===== src/design/kbi_consts.svh =====
// Constants for the keyboard serial interface
// Operation
// - Each key change travels serially as a low start bit, 8 code bits then one stop bit.
// - Seven code bits name the key and the eighth tells pressed or released.
// - The interface answers a request with an acknowledge line.
// - A completed character raises an interrupt to the main processor.
`ifndef KBI_CONSTS_SVH
`define KBI_CONSTS_SVH
`define KBI_CODE_BITS   8
`define KBI_KEY_BITS    7
`define KBI_STATE_BIT   7
`define KBI_NUM_KEYS    8'h68
`define KBI_FIFO_DEPTH  32
`define KBI_BIT_CYCLES  16'h0010
`define KBI_ACK_TMO     16'hFFFF
`endif


===== src/design/kbi_pkg.sv =====
// Types for the keyboard serial interface
package kbi_pkg;
   typedef enum logic [2:0] {ST_IDLE, ST_ACK, ST_START, ST_DATA, ST_STOP,
                             ST_PUSH} kbi_state_e;
   typedef logic [7:0] kbi_code_t;
endpackage : kbi_pkg


===== src/design/kbi_stream_if.sv =====
// Valid/ready carrier between receiver and buffer
`timescale 1ns/1ps
`default_nettype none
interface kbi_stream_if #(parameter int WIDTH = 8);
   logic             valid;
   logic             ready;
   logic [WIDTH-1:0] data;
   modport src (output valid, output data, input ready);
   modport snk (input valid, input data, output ready);
endinterface : kbi_stream_if
`default_nettype wire


===== src/design/kbi_fifo.sv =====
// Parameterised FIFO for received key codes
`timescale 1ns/1ps
`default_nettype none
module kbi_fifo #(
   parameter int WIDTH = 8,
   parameter int DEPTH = 32
) (
   input  wire logic             clk,
   input  wire logic             rst_n,
   kbi_stream_if.snk             wr,
   output logic                  rd_valid,
   input  wire logic             rd_ready,
   output logic [WIDTH-1:0]      rd_data
);
   localparam int AW = $clog2(DEPTH);
   logic [WIDTH-1:0] mem [DEPTH];
   logic [AW:0]      wp_r;
   logic [AW:0]      rp_r;
   logic             full;
   logic             empty;
   logic             push;
   logic             pop;

   assign full  = (wp_r[AW-1:0] == rp_r[AW-1:0]) && (wp_r[AW] != rp_r[AW]);
   assign empty = (wp_r == rp_r);
   assign wr.ready = !full;
   assign push  = wr.valid && !full;
   // Output register refills whenever empty or being taken
   assign pop   = !empty && (!rd_valid || rd_ready);

   always_ff @(posedge clk) begin
      if (push) begin
         mem[wp_r[AW-1:0]] <= wr.data;
      end
   end

   always_ff @(posedge clk or negedge rst_n) begin
      if (!rst_n) begin
         wp_r <= '0;
         rp_r <= '0;
      end else begin
         if (push) begin
            wp_r <= wp_r + 1'b1;
         end
         if (pop) begin
            rp_r <= rp_r + 1'b1;
         end
      end
   end

   always_ff @(posedge clk or negedge rst_n) begin
      if (!rst_n) begin
         rd_valid <= 1'b0;
         rd_data  <= '0;
      end else if (pop) begin
         rd_valid <= 1'b1;
         rd_data  <= mem[rp_r[AW-1:0]];
      end else if (rd_ready) begin
         rd_valid <= 1'b0;
      end
   end
endmodule : kbi_fifo
`default_nettype wire


===== src/design/kbi_top.sv =====
// Keyboard serial receiver with acknowledge handshake and code buffer
`include "kbi_consts.svh"
`timescale 1ns/1ps
`default_nettype none
module kbi_top (
   input  wire logic       clk,
   input  wire logic       reset_n,
   input  wire logic       kb_request,
   input  wire logic       kb_data,
   output logic            kb_ack,
   output logic            irq,
   output logic            char_valid,
   input  wire logic       char_ready,
   output logic [7:0]      char_code,
   output logic [6:0]      char_key,
   output logic            char_pressed,
   output logic            overrun
);
   //==========================================================
   // Reset release
   logic rst_s1_r;
   logic rst_n_r;
   always_ff @(posedge clk or negedge reset_n) begin
      if (!reset_n) begin
         rst_s1_r <= 1'b0;
         rst_n_r  <= 1'b0;
      end else begin
         rst_s1_r <= 1'b1;
         rst_n_r  <= rst_s1_r;
      end
   end

   //==========================================================
   // Receiver
   kbi_pkg::kbi_state_e st_r;
   logic [15:0]         cnt_r;
   logic [3:0]          bit_r;
   kbi_pkg::kbi_code_t  sh_r;
   kbi_stream_if #(.WIDTH(`KBI_CODE_BITS)) rx_s ();
   logic                fifo_valid;
   logic [7:0]          fifo_data;

   always_ff @(posedge clk or negedge rst_n_r) begin
      if (!rst_n_r) begin
         st_r  <= kbi_pkg::ST_IDLE;
         cnt_r <= 16'h0000;
         bit_r <= 4'h0;
         sh_r  <= 8'h00;
      end else begin
         unique case (st_r)
            kbi_pkg::ST_IDLE: begin
               cnt_r <= 16'h0000;
               if (kb_request) begin
                  st_r <= kbi_pkg::ST_ACK;
               end
            end
            // Wait for start low; give up if keyboard never sends
            kbi_pkg::ST_ACK: begin
               cnt_r <= cnt_r + 16'h0001;
               if (!kb_data) begin
                  st_r  <= kbi_pkg::ST_START;
                  cnt_r <= 16'h0000;
               end else if (cnt_r == `KBI_ACK_TMO) begin
                  st_r <= kbi_pkg::ST_IDLE;
               end
            end
            // Sample mid-bit, half a bit after start edge
            kbi_pkg::ST_START: begin
               cnt_r <= cnt_r + 16'h0001;
               if (cnt_r == (`KBI_BIT_CYCLES >> 1)) begin
                  st_r  <= kbi_pkg::ST_DATA;
                  cnt_r <= 16'h0000;
                  bit_r <= 4'h0;
               end
            end
            kbi_pkg::ST_DATA: begin
               cnt_r <= cnt_r + 16'h0001;
               if (cnt_r == `KBI_BIT_CYCLES - 16'h0001) begin
                  cnt_r <= 16'h0000;
                  sh_r  <= {kb_data, sh_r[7:1]};
                  bit_r <= bit_r + 4'h1;
                  if (bit_r == 4'(`KBI_CODE_BITS - 1)) begin
                     st_r <= kbi_pkg::ST_STOP;
                  end
               end
            end
            // stop bit must be high, else frame dropped
            kbi_pkg::ST_STOP: begin
               cnt_r <= cnt_r + 16'h0001;
               if (cnt_r == `KBI_BIT_CYCLES - 16'h0001) begin
                  st_r <= kb_data ? kbi_pkg::ST_PUSH : kbi_pkg::ST_IDLE;
               end
            end
            // Stall here while buffer is full; the frame waits in sh_r and no ack is given
            kbi_pkg::ST_PUSH: begin
               if (rx_s.ready) begin
                  st_r <= kbi_pkg::ST_IDLE;
               end
            end
         endcase
      end
   end

   assign rx_s.valid = (st_r == kbi_pkg::ST_PUSH);
   assign rx_s.data  = sh_r;

   always_ff @(posedge clk or negedge rst_n_r) begin
      if (!rst_n_r) begin
         kb_ack <= 1'b0;
      end else begin
         kb_ack <= ((st_r == kbi_pkg::ST_IDLE) && kb_request) ||
                   (st_r == kbi_pkg::ST_ACK && kb_data);
      end
   end

   // A frame held at a full buffer raises the overrun flag while it waits
   always_ff @(posedge clk or negedge rst_n_r) begin
      if (!rst_n_r) begin
         overrun <= 1'b0;
      end else begin
         overrun <= rx_s.valid && !rx_s.ready;
      end
   end

   //==========================================================
   // Buffer and output
   kbi_fifo #(.WIDTH(`KBI_CODE_BITS), .DEPTH(`KBI_FIFO_DEPTH)) u_fifo (
      .clk      (clk),
      .rst_n    (rst_n_r),
      .wr       (rx_s),
      .rd_valid (fifo_valid),
      .rd_ready (char_ready || !char_valid),
      .rd_data  (fifo_data)
   );

   always_ff @(posedge clk or negedge rst_n_r) begin
      if (!rst_n_r) begin
         char_valid   <= 1'b0;
         char_code    <= 8'h00;
         char_key     <= 7'h00;
         char_pressed <= 1'b0;
      end else if (fifo_valid && (char_ready || !char_valid)) begin
         char_valid   <= 1'b1;
         char_code    <= fifo_data;
         char_key     <= fifo_data[`KBI_KEY_BITS-1:0];
         char_pressed <= fifo_data[`KBI_STATE_BIT];
      end else if (char_ready) begin
         char_valid <= 1'b0;
      end
   end

   always_ff @(posedge clk or negedge rst_n_r) begin
      if (!rst_n_r) begin
         irq <= 1'b0;
      end else begin
         irq <= fifo_valid || (char_valid && !char_ready);
      end
   end
endmodule : kbi_top
`default_nettype wire


===== config.mk =====
export PLATFORM = sky130hd
export DESIGN_NAME = kbi_top
export DESIGN_NICKNAME = d
export VERILOG_FILES = /design/src/design/kbi_pkg.sv /design/src/design/kbi_stream_if.sv /design/src/design/kbi_fifo.sv /design/src/design/kbi_top.sv
export VERILOG_INCLUDE_DIRS = /design/src /design/src/design
export SDC_FILE = /design/constraint.sdc
export NUM_CORES = 1
export LEC_CHECK = 0
export ABC_AREA = 1
export BUFFER_PORTS_ARGS = -buffer_cell sky130_fd_sc_hd__buf_2
export CAP_MARGIN = 20
export CORE_MARGIN = 2
export CORE_UTILIZATION = 30
export DETAILED_ROUTE_END_ITERATION = 8
export SLEW_MARGIN = 20
export SYNTH_ARGS = -nofsm -noshare
export SYNTH_HDL_FRONTEND = slang
export SYNTH_SLANG_ARGS = --single-unit

===== constraint.sdc =====
create_clock -name clk -period 2.4 [get_ports clk]
set_input_delay 0.48 -clock clk [delete_from_list [all_inputs] [get_ports clk]]
set_output_delay 0.48 -clock clk [all_outputs]
set_load 0.03 [all_outputs]

==> results.rst <==
.. list-table::
   :header-rows: 1

   * - Metric
     - Value
   * - Run status
     - finished with violations
   * - Violations in the final reports
     - negative setup slack
   * - DP Wirelength
     - 20600 um
   * - Total I/O pin count
     - 25
   * - Setup violations, final
     - 8
   * - Crit end category
     - register
   * - #FFs+latches synth
     - 322
   * - Final-layout worst hold slack
     - 278 ps
   * - Instance count of the mapped netlist
     - 1283
   * - Highest net fanout along the worst path
     - 29
   * - H-Tree Level Count
     - 2
   * - Number of clock buffers inserted by TritonCTS
     - 34
   * - Synthesis-to-layout area growth
     - 16.6%
   * - Class of the worst hold path
     - in -> async
   * - Total Wirelength
     - 32200 um
   * - Placer's final routability congestion estimate
     - 0.847
   * - CP cell instances
     - inv_1, nand2_1, nand2_1, nand3_1, nor2_4, nand2_4, nand2_4, nor3_1
   * - DP Cell Count
     - 1907
   * - Highest-count cells in the layout ignoring fill and taps
     - nand2_1, edfxtp_1, nor2_1
   * - Total global routing track utilization
     - 0.135
   * - Register area share after synthesis
     - 0.677
   * - Share of flip-flops with an asynchronous set or reset
     - 0.205
   * - Number of maximum-capacitance constraint violations
     - 0
   * - Area of the core
     - 0.0454 mm2
   * - IO buf count
     - 24
   * - Main flop type after synthesis
     - edfxtp_1
   * - Antenna diodes
     - 0
   * - Netlist area before placement
     - 0.0138 mm2
   * - Max frequency
     - 0.413 GHz
   * - Clock latency at the later pin of the worst-skew pair
     - 510 ps
   * - Count of unique library cells instantiated by Yosys
     - 34
   * - Most common cell after layout, fill and taps aside
     - nand2_1
   * - Critical path's slowest cell
     - nor3_1
   * - Number of enable flip-flop cells after synthesis
     - 256
   * - Fraction of final layout cells with drive strength greater than 1
     - 0.137
   * - CP delay by family, top
     - simple AND/OR/NAND/NOR gates
   * - Clk root buf
     - clkbuf_16
   * - Number of standard-cell rows in the floorplan
     - 78
   * - Maximum number of pins on one net before global-route repair
     - 66
   * - First-pass GRT wire length
     - 50300 um
   * - Static power due to leakage
     - 5.99 nW
   * - IR Drop Worst-Case VDD
     - 717 uV
   * - TritonRoute pass-1 iters
     - 5
   * - Synthesized netlist net count
     - 1296
   * - Worst slew margin relative to its limit
     - 0.282
   * - Antenna violations before repair
     - 0
   * - Final Total Pwr
     - 18.1 mW
   * - Final period demand of the worst path
     - 2420 ps
   * - Syn avg cell area
     - 10.7 um2
   * - CTS clock-pin slew for the worst setup and hold paths
     - 60 ps
   * - Starting density of the core
     - 0.304
   * - Initial DRC count
     - 867
   * - Total die area
     - 0.0477 mm2
   * - Fin cells
     - 1968
   * - Per-cell via count in the routed design
     - 4.71
   * - Area after DPL
     - 0.0149 mm2
   * - Number of vias in the routed layout
     - 9268
   * - Die Ht
     - 218 um
   * - Fin crit share
     - 1.01
   * - Setup skew after layout
     - 21.7 ps
   * - Number of pins exceeding their max-slew limit in the final report
     - 0
   * - WL/cell
     - 16.4 um
   * - Final worst-path setup slack
     - -21.3 ps
   * - Vias in the first global route
     - 8848
   * - Total number of nets in the final design
     - 1357
   * - Sum of negative setup slack
     - -157 ps
   * - Post-CTS setup buffer count
     - 0
   * - Setup repair after global routing missed its margin
     - yes
   * - Data arrival time at the worst-slack endpoint
     - 2530 ps
   * - Final non-filler cell area
     - 0.0161 mm2
   * - Hold Fails Final Rpt
     - 0
   * - Critical Path RT
     - 2510 ps
   * - Floorplan die width
     - 218 um
   * - CP peak stage delay
     - 910 ps
   * - DRC viols
     - 0
   * - Startpoint Class
     - register
   * - Power per unit of standard cell area
     - 1130 mW/mm2
   * - Worst-Margin Slew
     - 1070 ps
   * - Total number of yosys warnings
     - 0
   * - Antenna Violating Nets Remaining
     - 0
   * - Number of buffers and inverters on the critical path
     - 1
   * - Number of filler instances in the final layout
     - 4440
   * - Total number of clock tree sinks
     - 322
   * - Overflow after GRT
     - 0
   * - Longest Clk Path Bufs
     - 3
   * - Kind of critical path
     - reg -> reg
   * - CTS tree
     - done
-- cell families after synthesis --
logic type | count (synthesis) | share of synthesized area
buffers and inverters | 118 | 0.0423
muxes | 8 | 0.00653
and+or+nand+nor | 673 | 0.204
other | 1 | 0.000272
DFF | 322 | 0.677
AOI/OAI and AO/OA | 134 | 0.0508
xor gates and xnor gates | 19 | 0.0121
adders and majority gates | 8 | 0.00726
-- registers in the layout (all words and copies together) (netlist names) --
signal / flops
rx_s.data: 8
irq: 1
rst_n_r: 1
rst_s1_r: 1
u_fifo.rd_data: 8
cnt_r: 16
u_fifo.wp_r: 6
char_valid: 1
st_r: 3
overrun: 1
kb_ack: 1
u_fifo.rp_r: 6
bit_r: 4
char_code: 8
u_fifo.rd_valid: 1
u_fifo.mem: 256
-- final timing paths --
kind                                                    end                        from  cells after the start  slack [ps]
worst min-delay path                     rst_s1_r$_DFF_PN0_                     reset_n                      2         280
max in group asynchronous             cnt_r[10]$_DFFE_PN0P_           rst_n_r$_DFF_PN0_                      1        1420
worst max-delay path            u_fifo.mem[28][4]$_DFFE_PP_  u_fifo.wp_r[3]$_DFFE_PN0P_                      8         -20
worst max register to register  u_fifo.mem[28][4]$_DFFE_PP_  u_fifo.wp_r[3]$_DFFE_PN0P_                      8         -20
worst min register to register                irq$_DFF_PN0_           rst_n_r$_DFF_PN0_                      0         340
min in group clk                              irq$_DFF_PN0_                  char_ready                      4         280
-- worst register-to-register path: stages, from the launching register on --
cell and delay (ps):
dfrtp_1 410, inv_1 70, nand2_1 60, nand2_1 50, nand3_1 140, nor2_4 60, nand2_4 70, nand2_4 250
nor3_1 920
-- timing repair --
| item | 4_1_cts | 5_1_grt |
|---|---|---|
| hold endpoints to repair | 2 | 0 |
| setup endpoints to repair | 32 | 97 |
| resized for setup | 5 | 4 |
| hold buffers | 1 | 0 |
-- power by group --
group / internal [mW] / switching (mW)
Combinational: 2.02 / 4.32
Clock: 3.11 / 2.09
Sequential: 6.34 / 0.260
Total: 11.5 / 6.67
-- metal layers --
layer,vias up,track usage,share of wire
li1,4501,-,-
met1,4476,0.190,0.46
met2,245,0.220,0.47
met3,46,0.0200,0.053
met4,0,0.0324,0.018
met5,-,0,0
-- final cells by class --
class                   instances  area [um2]  share of cell area
flip-flops and latches        322        9350               0.581
multi-input cells             843        3940               0.245
clock buffers                  43         906              0.0563
repair buffers                 92         766              0.0476
well taps                     600         751              0.0467
inverters                      51         193              0.0120
clock inverters                17         191              0.0119
-- cell usage after synthesis (10+ instances only) --
cell type | n | area share
edfxtp_1 | 256 | 0.56
buf_2 | 25 | 0.0091
a21oi_1 | 21 | 0.0076
nor2_1 | 217 | 0.059
clkbuf_1 | 15 | 0.0041
o21ai_0 | 101 | 0.037
nor3_1 | 32 | 0.012
buf_4 | 21 | 0.011
inv_1 | 38 | 0.010
nand3_1 | 119 | 0.043
nand2_1 | 284 | 0.077
xor2_1 | 13 | 0.0083
inv_2 | 10 | 0.0027
dfrtp_1 | 66 | 0.12
-- per-stage QoR --
stage               worst slack (ps)  utilization
detailed placement             -21.3        0.328
global route                    -189        0.354
global placement               -49.1        0.328
floorplan                        279            -
finish                         -21.3        0.354
CTS                            0.439        0.353
(Power assumes the default switching activity.)
